[config.mk]
export PLATFORM = sky130hd
export DESIGN_NAME = mcu_interrupt_and_trap_unit
export DESIGN_NICKNAME = d
export VERILOG_FILES = /design/src/mitu_pkg.sv /design/src/mitu_edge_detect.sv /design/src/mcu_interrupt_and_trap_unit.sv
export VERILOG_INCLUDE_DIRS = /design/src /design/src/src
export SDC_FILE = /design/constraint.sdc
export NUM_CORES = 1
export LEC_CHECK = 0
export ABC_AREA = 1
export BUFFER_PORTS_ARGS = -buffer_cell sky130_fd_sc_hd__buf_2
export CAP_MARGIN = 10
export CORE_ASPECT_RATIO = 0.8
export CORE_MARGIN = 1.5
export CORE_UTILIZATION = 37
export DETAILED_ROUTE_END_ITERATION = 10
export HOLD_SLACK_MARGIN = 0.1
export PLACE_DENSITY = 0.69
export RECOVER_POWER = 25
export SLEW_MARGIN = 30
export SYNTH_ARGS = -nofsm -noshare
export SYNTH_HDL_FRONTEND = slang
export SYNTH_SLANG_ARGS = --single-unit
[constraint.sdc]
create_clock -name ref_clk -period 2.51 [get_ports ref_clk]
set_clock_uncertainty 0.15 [all_clocks]
set_input_delay 0.1255 -clock ref_clk [delete_from_list [all_inputs] [get_ports ref_clk]]
set_output_delay 0.1255 -clock ref_clk [all_outputs]
set_load 0.03 [all_outputs]
[src/mitu_consts.svh]
// Constants of the interrupt and trap unit: addresses, bit positions, reset values, timing.
// Assumes inclusion by bare name from the package; the design modules see its macros through the package.
`ifndef MITU_CONSTS_SVH
`define MITU_CONSTS_SVH

// ----------------------------------------
// Register addresses
// ----------------------------------------
`define MITU_ADDR_STATUS_WORD 8'hEF
`define MITU_ADDR_TMR_SER_CTRL 8'hEE
`define MITU_ADDR_STACK_PTR 8'hFD

// ----------------------------------------
// Status word bits
// ----------------------------------------
`define MITU_PSW_CARRY 0
`define MITU_PSW_HALF_CARRY 1
`define MITU_PSW_GIE 2
`define MITU_PSW_EXT_EN 3
`define MITU_PSW_SHIFT_BUSY 4
`define MITU_PSW_EXT_PND 5
`define MITU_PSW_TMR_EN 6
`define MITU_PSW_TMR_PND 7

// ----------------------------------------
// Control register bits
// ----------------------------------------
`define MITU_CTL_EDGE_SEL 2

// ----------------------------------------
// Reset values and constants
// ----------------------------------------
`define MITU_PSW_RESET 8'h00
`define MITU_CTL_RESET 8'h00
`define MITU_PC_RESET 15'h0000
`define MITU_SP_RESET 8'h00
`define MITU_IRQ_VECTOR 15'h00FF
`define MITU_TRAP_OPCODE 8'h00
`define MITU_UNDEF_PROG_DATA 8'h00
`define MITU_UNDEF_DATA_DATA 8'hFF
`define MITU_SP_STEP 8'h02
`define MITU_SP_BYTE 8'h01
`define MITU_PC_STEP 15'h0001
`define MITU_PC_SKIP 15'h0002
`define MITU_ACK_CYCLES 3'h7
// Counter shows 7 down to 1 over the acknowledge; each action is registered
// one count early so that it shows in its own cycle
`define MITU_ACK_LAST 3'h2
`define MITU_ACK_PUSH_LO 3'h7
`define MITU_ACK_PUSH_HI 3'h6
`define MITU_RET_POP_LO 2'h2
`define MITU_RET_POP_HI 2'h1

`endif

[src/mitu_pkg.sv]
// Types shared by the interrupt and trap unit files.
// Assumes the constants header sits beside it.
package mitu_pkg;
  `include "mitu_consts.svh"

  // ----------------------------------------
  // Sequencer states
  // ----------------------------------------
  typedef enum logic [1:0] {
    MITU_IDLE,
    MITU_ACK,
    MITU_RET
  } mitu_state_type;

  // ----------------------------------------
  // Return flavour
  // ----------------------------------------
  typedef enum logic [1:0] {
    MITU_RET_PLAIN,
    MITU_RET_SKIP,
    MITU_RET_IRQ
  } mitu_ret_type;
endpackage : mitu_pkg

[src/mitu_edge_detect.sv]
// Edge detector for the external interrupt pin with selectable polarity.
// Assumes the pin is already synchronous to ref_clk.
`timescale 1ns/1ps
module mitu_edge_detect
  import mitu_pkg::*;
(
  input wire logic ref_clk,
  input wire logic rst_n,
  input wire logic pinIn,
  input wire logic fallingSel,
  output logic edgeSeen
);
  logic prevPin_ff;
  logic nxt_prevPin;
  logic armed_ff;
  logic nxt_armed;

  always_comb begin
    nxt_prevPin = pinIn;
    nxt_armed = 1'b1;
  end

  always_ff @(posedge ref_clk or negedge rst_n) begin
    if (!rst_n) begin
      prevPin_ff <= 1'b0;
      armed_ff <= 1'b0;
    end else begin
      prevPin_ff <= nxt_prevPin;
      armed_ff <= nxt_armed;
    end
  end

  // Held off one cycle after reset: the pin level at release is unknown,
  // so the reset value of the history bit must not count as an edge
  // 0 rising, 1 falling
  assign edgeSeen = armed_ff
    & (fallingSel ? (prevPin_ff & ~pinIn) : (~prevPin_ff & pinIn));
endmodule : mitu_edge_detect

[src/mcu_interrupt_and_trap_unit.sv]
// Interrupt and trap unit: status/control bits, acknowledge and return sequencing,
// stack push/pop through a data memory port, undefined memory fill values.
// Assumes a core sequencer that pulses instrBoundary and the return strobes and presents fetchOpcode for the trap check,
// and one instruction cycle per ref_clk enable of 1 (inputs synchronous).
`timescale 1ns/1ps
module mcu_interrupt_and_trap_unit
  import mitu_pkg::*;
(
  input wire logic ref_clk,
  input wire logic rst_n,
  input wire logic ext_irq_pin,
  input wire logic tmrUnderflow,
  input wire logic tmrCapture,
  input wire logic instrBoundary,
  input wire logic [7:0] fetchOpcode,
  input wire logic [14:0] nextPc,
  input wire logic plain_return_op,
  input wire logic return_and_skip_op,
  input wire logic return_from_irq_op,
  input wire logic regWrEn,
  input wire logic [7:0] regAddr,
  input wire logic [7:0] regWrData,
  input wire logic progDefined,
  input wire logic [7:0] progRawData,
  input wire logic dataDefined,
  input wire logic [7:0] dataRawData,
  input wire logic [7:0] stackRdData,
  output logic [7:0] processor_status_word,
  output logic [7:0] timer_serial_control,
  output logic global_irq_enable,
  output logic ext_irq_pending,
  output logic tmr_irq_pending,
  output logic seqBusy,
  output logic pcLoad,
  output logic [14:0] pcValue,
  output logic [7:0] stackPtr,
  output logic stackWrEn,
  output logic stackRdEn,
  output logic [7:0] stackAddr,
  output logic [7:0] stackWrData,
  output logic [7:0] progRdData,
  output logic [7:0] dataRdData
);
  // ----------------------------------------
  // State
  // ----------------------------------------
  mitu_state_type state_ff, nxt_state;
  mitu_ret_type retKind_ff, nxt_retKind;
  logic [7:0] psw_ff, nxt_psw;
  logic [7:0] ctl_ff, nxt_ctl;
  logic [2:0] ackCnt_ff, nxt_ackCnt;
  logic [1:0] retCnt_ff, nxt_retCnt;
  logic [14:0] savedPc_ff, nxt_savedPc;
  logic [14:0] pcValue_ff, nxt_pcValue;
  logic pcLoad_ff, nxt_pcLoad;
  logic [7:0] sp_ff, nxt_sp;
  logic stackWr_ff, nxt_stackWr;
  logic stackRd_ff, nxt_stackRd;
  logic [7:0] stackAddr_ff, nxt_stackAddr;
  logic [7:0] stackWrData_ff, nxt_stackWrData;
  logic [7:0] progRd_ff, nxt_progRd;
  logic [7:0] dataRd_ff, nxt_dataRd;
  logic [7:0] popLo_ff, nxt_popLo;
  logic busy_ff, nxt_busy;
  logic extEdge;
  logic irqTake;
  logic trapTake;

  // Stack register lives at the mapped SP location in the core's view
  function automatic logic addrHit(input logic [7:0] a, input logic [7:0] target);
    addrHit = (a == target);
  endfunction : addrHit

  mitu_edge_detect u_edge (
    .ref_clk(ref_clk),
    .rst_n(rst_n),
    .pinIn(ext_irq_pin),
    .fallingSel(ctl_ff[`MITU_CTL_EDGE_SEL]),
    .edgeSeen(extEdge)
  );

  // ----------------------------------------
  // Decision
  // ----------------------------------------
  // Trap is tested first: it cannot be masked and the opcode is already in flight
  assign trapTake = instrBoundary && (state_ff == MITU_IDLE)
    && (fetchOpcode == `MITU_TRAP_OPCODE);
  assign irqTake = instrBoundary && (state_ff == MITU_IDLE) && !trapTake
    && psw_ff[`MITU_PSW_GIE]
    && ((psw_ff[`MITU_PSW_EXT_EN] && psw_ff[`MITU_PSW_EXT_PND])
    || (psw_ff[`MITU_PSW_TMR_EN] && psw_ff[`MITU_PSW_TMR_PND]));

  // ----------------------------------------
  // Next-state logic
  // ----------------------------------------
  always_comb begin
    nxt_state = state_ff;
    nxt_retKind = retKind_ff;
    nxt_psw = psw_ff;
    nxt_ctl = ctl_ff;
    nxt_ackCnt = ackCnt_ff;
    nxt_retCnt = retCnt_ff;
    nxt_savedPc = savedPc_ff;
    nxt_pcValue = pcValue_ff;
    nxt_pcLoad = 1'b0;
    nxt_sp = sp_ff;
    nxt_stackWr = 1'b0;
    nxt_stackRd = 1'b0;
    nxt_stackAddr = stackAddr_ff;
    nxt_stackWrData = stackWrData_ff;
    nxt_popLo = popLo_ff;
    // Software writes first so that hardware sets below win over a clear
    if (regWrEn && addrHit(regAddr, `MITU_ADDR_STATUS_WORD)) begin
      nxt_psw = regWrData;
    end
    if (regWrEn && addrHit(regAddr, `MITU_ADDR_TMR_SER_CTRL)) begin
      nxt_ctl = regWrData;
    end
    if (extEdge) begin
      nxt_psw[`MITU_PSW_EXT_PND] = 1'b1;
    end
    if (tmrUnderflow || tmrCapture) begin
      nxt_psw[`MITU_PSW_TMR_PND] = 1'b1;
    end
    case (state_ff)
      MITU_IDLE: begin
        if (trapTake || irqTake) begin
          nxt_state = MITU_ACK;
          nxt_ackCnt = `MITU_ACK_CYCLES;
          // Trap saves its own address so return-and-skip lands past it
          nxt_savedPc = trapTake ? pcValue_ff : nextPc;
          if (irqTake) begin
            nxt_psw[`MITU_PSW_GIE] = 1'b0;
          end
        end else if (instrBoundary && (plain_return_op || return_and_skip_op
            || return_from_irq_op)) begin
          nxt_state = MITU_RET;
          nxt_retCnt = `MITU_RET_POP_LO;
          nxt_retKind = return_from_irq_op ? MITU_RET_IRQ
            : (return_and_skip_op ? MITU_RET_SKIP : MITU_RET_PLAIN);
          nxt_stackRd = 1'b1;
          // Low byte sits above the high byte, so it is popped first
          nxt_stackAddr = sp_ff + `MITU_SP_STEP;
        end else if (instrBoundary) begin
          nxt_pcValue = nextPc;
        end
      end
      MITU_ACK: begin
        nxt_ackCnt = ackCnt_ff - 3'h1;
        if (ackCnt_ff == `MITU_ACK_PUSH_LO) begin
          nxt_stackWr = 1'b1;
          nxt_stackAddr = sp_ff;
          nxt_stackWrData = savedPc_ff[7:0];
        end
        if (ackCnt_ff == `MITU_ACK_PUSH_HI) begin
          nxt_stackWr = 1'b1;
          nxt_stackAddr = sp_ff - `MITU_SP_BYTE;
          nxt_stackWrData = {1'b0, savedPc_ff[14:8]};
          nxt_sp = sp_ff - `MITU_SP_STEP;
        end
        // Vector load and idle share one edge: the core may issue after pcLoad
        if (ackCnt_ff == `MITU_ACK_LAST) begin
          nxt_pcValue = `MITU_IRQ_VECTOR;
          nxt_pcLoad = 1'b1;
          nxt_state = MITU_IDLE;
        end
      end
      MITU_RET: begin
        nxt_retCnt = retCnt_ff - 2'h1;
        if (retCnt_ff == `MITU_RET_POP_LO) begin
          nxt_stackRd = 1'b1;
          nxt_stackAddr = sp_ff + `MITU_SP_BYTE;
        end
        if (retCnt_ff == `MITU_RET_POP_LO - 2'h1) begin
          nxt_popLo = stackRdData;
        end
        if (retCnt_ff == `MITU_RET_POP_HI - 2'h1) begin
          // Unbalanced pop from the top reads ones, giving the all-ones address
          nxt_pcValue = {stackRdData[6:0], popLo_ff};
          if (retKind_ff == MITU_RET_SKIP) begin
            nxt_pcValue = {stackRdData[6:0], popLo_ff} + `MITU_PC_SKIP;
          end
          nxt_pcLoad = 1'b1;
          nxt_sp = sp_ff + `MITU_SP_STEP;
          if (retKind_ff == MITU_RET_IRQ) begin
            nxt_psw[`MITU_PSW_GIE] = 1'b1;
          end
          nxt_state = MITU_IDLE;
        end
      end
      default: begin
        nxt_state = MITU_IDLE;
      end
    endcase
    // Software write to the stack pointer wins over the sequencer's update
    if (regWrEn && addrHit(regAddr, `MITU_ADDR_STACK_PTR)) begin
      nxt_sp = regWrData;
    end
    // Registered so that the busy output comes straight from a flip-flop
    nxt_busy = (nxt_state != MITU_IDLE);
  end

  // ----------------------------------------
  // Memory read fill values
  // ----------------------------------------
  always_comb begin
    nxt_progRd = progDefined ? progRawData : `MITU_UNDEF_PROG_DATA;
    nxt_dataRd = dataDefined ? dataRawData : `MITU_UNDEF_DATA_DATA;
  end

  // ----------------------------------------
  // Registers
  // ----------------------------------------
  always_ff @(posedge ref_clk or negedge rst_n) begin
    if (!rst_n) begin
      state_ff <= MITU_IDLE;
      retKind_ff <= MITU_RET_PLAIN;
      psw_ff <= `MITU_PSW_RESET;
      ctl_ff <= `MITU_CTL_RESET;
      ackCnt_ff <= 3'h0;
      retCnt_ff <= 2'h0;
      savedPc_ff <= `MITU_PC_RESET;
      pcValue_ff <= `MITU_PC_RESET;
      pcLoad_ff <= 1'b0;
      sp_ff <= `MITU_SP_RESET;
      stackWr_ff <= 1'b0;
      stackRd_ff <= 1'b0;
      stackAddr_ff <= `MITU_SP_RESET;
      stackWrData_ff <= 8'h00;
      progRd_ff <= `MITU_UNDEF_PROG_DATA;
      dataRd_ff <= `MITU_UNDEF_DATA_DATA;
      popLo_ff <= 8'h00;
      busy_ff <= 1'b0;
    end else begin
      state_ff <= nxt_state;
      retKind_ff <= nxt_retKind;
      psw_ff <= nxt_psw;
      ctl_ff <= nxt_ctl;
      ackCnt_ff <= nxt_ackCnt;
      retCnt_ff <= nxt_retCnt;
      savedPc_ff <= nxt_savedPc;
      pcValue_ff <= nxt_pcValue;
      pcLoad_ff <= nxt_pcLoad;
      sp_ff <= nxt_sp;
      stackWr_ff <= nxt_stackWr;
      stackRd_ff <= nxt_stackRd;
      stackAddr_ff <= nxt_stackAddr;
      stackWrData_ff <= nxt_stackWrData;
      progRd_ff <= nxt_progRd;
      dataRd_ff <= nxt_dataRd;
      popLo_ff <= nxt_popLo;
      busy_ff <= nxt_busy;
    end
  end

  // ----------------------------------------
  // Outputs
  // ----------------------------------------
  // Plain register copies, no decoding on the way out
  assign processor_status_word = psw_ff;
  assign timer_serial_control = ctl_ff;
  assign global_irq_enable = psw_ff[`MITU_PSW_GIE];
  assign ext_irq_pending = psw_ff[`MITU_PSW_EXT_PND];
  assign tmr_irq_pending = psw_ff[`MITU_PSW_TMR_PND];
  assign seqBusy = busy_ff;
  assign pcLoad = pcLoad_ff;
  assign pcValue = pcValue_ff;
  assign stackPtr = sp_ff;
  assign stackWrEn = stackWr_ff;
  assign stackRdEn = stackRd_ff;
  assign stackAddr = stackAddr_ff;
  assign stackWrData = stackWrData_ff;
  assign progRdData = progRd_ff;
  assign dataRdData = dataRd_ff;
endmodule : mcu_interrupt_and_trap_unit

==> results of run 1 <==
registers in the layout, indices dropped and copies added, names as in the netlist:
name,count
stackRdEn,1
stackWrData,8
state_ff,2
u_edge.armed_ff,1
savedPc_ff,15
u_edge.prevPin_ff,1
seqBusy,1
progRdData,8
processor_status_word,8
ackCnt_ff,3
pcValue,15
timer_serial_control,8
stackAddr,8
stackWrEn,1
pcLoad,1
retKind_ff,2
stackPtr,8
dataRdData,8
retCnt_ff,2
popLo_ff,8
area by class of cell:
cell class / count / area (sq um)
multi-input cells: 562 / 2710
inverters: 109 / 409
clock buffers: 9 / 225
fillers: 1560 / 7740
well taps: 215 / 269
clock inverters: 7 / 97.6
flip-flops and latches: 109 / 2740
repair buffers: 246 / 1660
kinds of logic after synthesis:
family | count (synthesis) | synth area share, %
xor+xnor | 8 | 1.16
buf+inv | 139 | 9.68
compound gates | 118 | 10.6
fa+ha+maj | 15 | 3.12
flops | 109 | 45.5
other cells | 1 | 0.0623
simple gates | 420 | 29.9
cell usage after synthesis, types with 11 or more instances:
master    number
dfrtp_1      101
nor3_1        11
ha_1          15
nand2_1      249
o21ai_0       66
a21oi_1       15
clkbuf_1      11
nor2_1        62
nand3_1       70
inv_1        101
a31oi_1       16
nand4_1       11
where the power goes:
group	switching [mW]	total (mW)	internal, mW
clock network	0.684	1.56	0.880
logic	2.60	3.88	1.29
registers	0.487	2.80	2.31
total	3.77	8.25	4.48
per-layer routing:
layer / global-route usage [%] / share of wire (%) / routed length (um) / vias up
met5: 0 / 0 / 0 / -
met4: 5.99 / 1.7 / 304 / 0
met3: 4.81 / 5.6 / 974 / 27
met2: 34.2 / 46 / 8040 / 199
met1: 29.0 / 47 / 8140 / 2731
li1: - / - / - / 3044
critical path, stage by stage (launching register included):
cell     delay (ps)
dfrtp_1         420
inv_1           140
ha_2            280
nand2_1         100
nor2_1           90
nand2_1          60
inv_2            60
nand2_4          70
nand2_8         160
inv_2           180
nand2_1         190
nand2_1          80
nand2_1          60
nand3_1          60
path summary, 6_finish.rpt:
| kind | from | to | depth (start not counted) |
|---|---|---|---|
| setup / recovery | state_ff[1] | ackCnt_ff[2] | 13 |
| max in group asynchronous | rst_n | popLo_ff[0] | 3 |
| hold reg to reg | stackAddr[0] | stackAddr[0] | 2 |
| hold / removal | instrBoundary | savedPc_ff[2] | 5 |
| min in group asynchronous | rst_n | progRdData[1] | 2 |
| setup reg to reg | state_ff[1] | ackCnt_ff[2] | 13 |
what timing repair did:
item | in CTS | in global routing
setup endpoints to repair | 0 | 1
setup buffers | 0 | 0
gates resized for setup | 0 | 1
endpoints found under the hold margin | 169 | 0
hold buffers | 78 | 0
==> results.cfg, run 1 <==
[synthesis]
syn_inst = 810
netlist_area_sq_um = 6020
syn_nets = 900
yosys.area.top_type = dfrtp_1
synth_flop_cell = dfrtp_1
yosys_warnings = 0
async_reset_ff_share_pct = 100
syn_avg_cell_area_sq_um = 7.44
ys_seq_area_share_pct = 45.5
synth_top_area_share_pct = 42.0
synth_seq_cells = 109
synth.distinct_cells = 36
synth_area_leaders = dfrtp_1, nand2_1, inv_1, nand3_1, o21ai_0
synth_edf_count = 0

[clock_network]
cts.sinks = 109
clockBufferDepth = 2
clockRootBuffer = clkbuf_16
clk_pin_slew_worst_paths_ps = 70
cts_buffers = 9
ctsHtreeMaxLevel = 3
clk_latency_ps = 360
cts_tree = done

[timing]
slew_headroom_pct = 27.4
hold_viol = 0
final-setup-viol-count = 0
fin_crit_ps = 2220
setup_slack_ps = 286
setup_tns_ps = 0
timing.fmax_mhz = 450
slew_violations = 0
post-route-period-util_pct = 88.6
rsz0062_at_grt = no
timing.hold.ws_ps = 126
worst_pin_slew_ps = 1090

[placement]
portBuffers = 152
dp.cells = 1163
hpwl_um = 12500
preCtsSetupSlack_ps = 251
placed_area_sq_um = 7010
gp_congestion = 0.910

[flow_run]
cap_violations = 0

[global_route]
grt_pass1_vias = 5718
track_usage_pct = 21.3
grt-ovfl-total = 0
antenna_found_initial = 0
grt_max_degree = 44
grt_pass1_wl_um = 28500

[layout]
final_common_cell = nand2_1
nets = 1127
fin_area_sq_um = 8110
final_cell_mix = nand2_1, buf_2, inv_1, dfrtp_1, dlygate4sd3_1
layout-drive-gt1-share_pct = 20.2
antenna_cells = 0
final_util_pct = 51.1
area_growth_syn_to_layout_pct = 34.6
final_cells = 1257

[power_and_ir_drop]
max-vdd-ir-drop_mv = 0.425
power_mw = 8.25
powerDensity_nw_per_um2 = 1020
p_leak_nw = 4.27

[setup_path]
rrSetupSlack_ps = 290
worstPathArrival_ps = 2320
cp.required_ps = 2610
cp-start-kind = flip-flop
critPathKind = reg2reg
end_kind = flip-flop
cp_max_fo = 23

[die]
floorplan.core_area_sq_um = 15900
start_util_pct = 38.0
die_x_um = 146
row_count = 41
die_h_um = 117
dieArea_sq_um = 17100
io_pins = 153

[detailed_routing]
num_vias = 6001
firstDrtPassIters = 7
wl_per_cell_um = 13.9
drt_iter0_markers = 588
drc_errors = 0
routed_via_density = 4.77
ant_nets = 0
wirelength_um = 17500

[hold_path]
hp-class = in2reg

[outcome]
status = complete, no violations
(Power assumes the default switching activity.)
==> run 2, diff against run 1 <==
- BUFFER_PORTS_ARGS: -buffer_cell sky130_fd_sc_hd__buf_2 -> -buffer_cell sky130_fd_sc_hd__buf_4
==> run 2 against run 1 <==
Effect of this change: die area unchanged; worst hold slack got worse by 8.0 ps; global-route usage up 0.11 points; critical endpoint is now pcValue[11]; sequential power is essentially flat.
==> results.cfg, run 2 (synthesized netlist as in run 1, its figures left out) <==
[layout]
nets = 1124
area_growth_syn_to_layout_pct = 39.4
final_common_cell = nand2_1
fillers = 1538
antenna_cells = 0
final_cell_mix = nand2_1, buf_4, inv_1, dfrtp_1, dlygate4sd3_1
layout-drive-gt1-share_pct = 20.3

[timing]
slew_headroom_pct = 15.3
hold_viol = 0
post-route-period-util_pct = 88.0
rsz0062_at_grt = no
timing.hold.ws_ps = 118
timing.fmax_mhz = 453
fin_crit_ps = 2210
slew_violations = 0
worst_pin_slew_ps = 1270
setup_tns_ps = 0
final-setup-viol-count = 0

[power_and_ir_drop]
pwr-share-comb_pct = 49.1
power_mw = 8.27
power.switching_mw = 3.80
clkPwrFrac_pct = 16.9
seqPwrFrac_pct = 34.0
p_leak_nw = 4.35
max-vdd-ir-drop_mv = 0.478
internal_power_mw = 4.47
swShare_pct = 46.0
powerDensity_nw_per_um2 = 985

[clock_network]
clk_latency_ps = 360
clockRootBuffer = clkbuf_16
clockBufferDepth = 2
clk_pin_slew_worst_paths_ps = 80
cts_buffers = 9
ctsHtreeMaxLevel = 3
cts_tree = done
cts.sinks = 109

[setup_path]
critPathKind = reg2reg
path_cells = inv_1 -> ha_1 -> inv_2 -> nor2_1 -> inv_1 -> nand2_1 -> nor2_1 -> nand2_2 -> nor2_4 -> buf_4 -> nor2_1 -> a21oi_1
cp.required_ps = 2640
max_stage_delay_ps = 400
slowest_stage = dfrtp_1
worstPathArrival_ps = 2340
rrSetupSlack_ps = 300
cp_max_fo = 11
crit_path_frequent_cell = nor2_1
end_kind = flip-flop
cp-start-kind = flip-flop

[detailed_routing]
drc_errors = 0
wl_met2_um = 8190
drt_iter0_markers = 594
wl_met1_um = 8430
num_vias = 5977
routed_via_density = 4.77
highest_layer = met4
wl_per_cell_um = 14.0
firstDrtPassIters = 5
wl_met3_um = 749
wirelength_um = 17500
ant_nets = 0

[die]
die_x_um = 146
dieArea_sq_um = 17100
floorplan.core_area_sq_um = 15900
row_count = 41
die_h_um = 117
start_util_pct = 38.0
io_pins = 153

[global_route]
grt_pass1_vias = 5617
antenna_found_initial = 0
grt-ovfl-total = 0
track_usage_pct = 21.4
grt_pass1_wl_um = 28900
grt_max_degree = 39

[placement]
gp_congestion = 0.905
portBuffers = 152
hpwl_um = 12800

[flow_run]
cap_violations = 0

[outcome]
status = complete, no violations

[hold_path]
hp-class = in2reg
## run 2: changes by cell type in the layout (fill, tap and decap cells not counted), moves of 2 or more
cell,change
inv_8,+2
buf_4,+147
dlygate4sd3_1,-2
clkinv_4,+2
clkbuf_1,-3
buf_2,-144
bufinv_16,-2
inv_6,-2
## run 2: metrics by stage
stage | util, % | worst slack [ps] | cell area, sq um | instances
finish | 53.0 | 302 | 8400 | 1254
global route | 53.0 | 11.1 | 8400 | 1254
CTS | 53.2 | 214 | 8430 | 1254
detailed placement | 46.5 | 220 | 7380 | 1161
global placement | 46.5 | 348 | 7380 | 1161
floorplan | - | 663 | 6020 | 810
## run 2: cell type report
cell class,count,area (sq um),share of cell area [%]
clock buffers,9,225,2.68
well taps,215,269,3.20
flip-flops and latches,109,2740,32.6
inverters,109,412,4.90
multi-input cells,562,2700,32.2
clock inverters,7,57.6,0.685
repair buffers,243,1990,23.7
## run 2: final timing paths
check	from	cells past startpoint	endpoint
setup / recovery	state_ff[0]	12	pcValue[11]
max in group asynchronous	rst_n	3	pcLoad
hold reg to reg	stackAddr[4]	2	stackAddr[4]
setup reg to reg	state_ff[0]	12	pcValue[11]
min in group asynchronous	rst_n	2	dataRdData[0]
hold / removal	fetchOpcode[2]	6	savedPc_ff[1]
## run 2: layer usage
metal  global-route usage [%]  vias to the layer above
met5                        0                        -
li1                         -                     3024
met3                     4.07                       13
met4                     4.97                        0
met1                     30.2                     2796
met2                     34.2                      144
## run 2: timing repair
action	in CTS	in global routing
buffers inserted	0	0
setup endpoints to repair	0	2
hold endpoints to repair	187	0
gates resized for setup	0	2
hold buffers	77	0
## run 2: power groups by stage
stage	clock, mW	sequential, mW	combinational (mW)
2_1_floorplan	0	3.27	2.15
3_3_place_gp	0	2.83	3.88
3_5_place_dp	0	2.84	3.93
4_1_cts	1.43	2.81	4.04
5_1_grt	1.50	2.89	4.51
6_report	1.40	2.81	4.06
## run 2: critical path, delay by kind of cell, from the launching register on
family          cells  cell delay [ps]
compound gates      1              120
fa+ha+maj           1              350
buf+inv             4              450
flops               1              400
simple gates        6              660
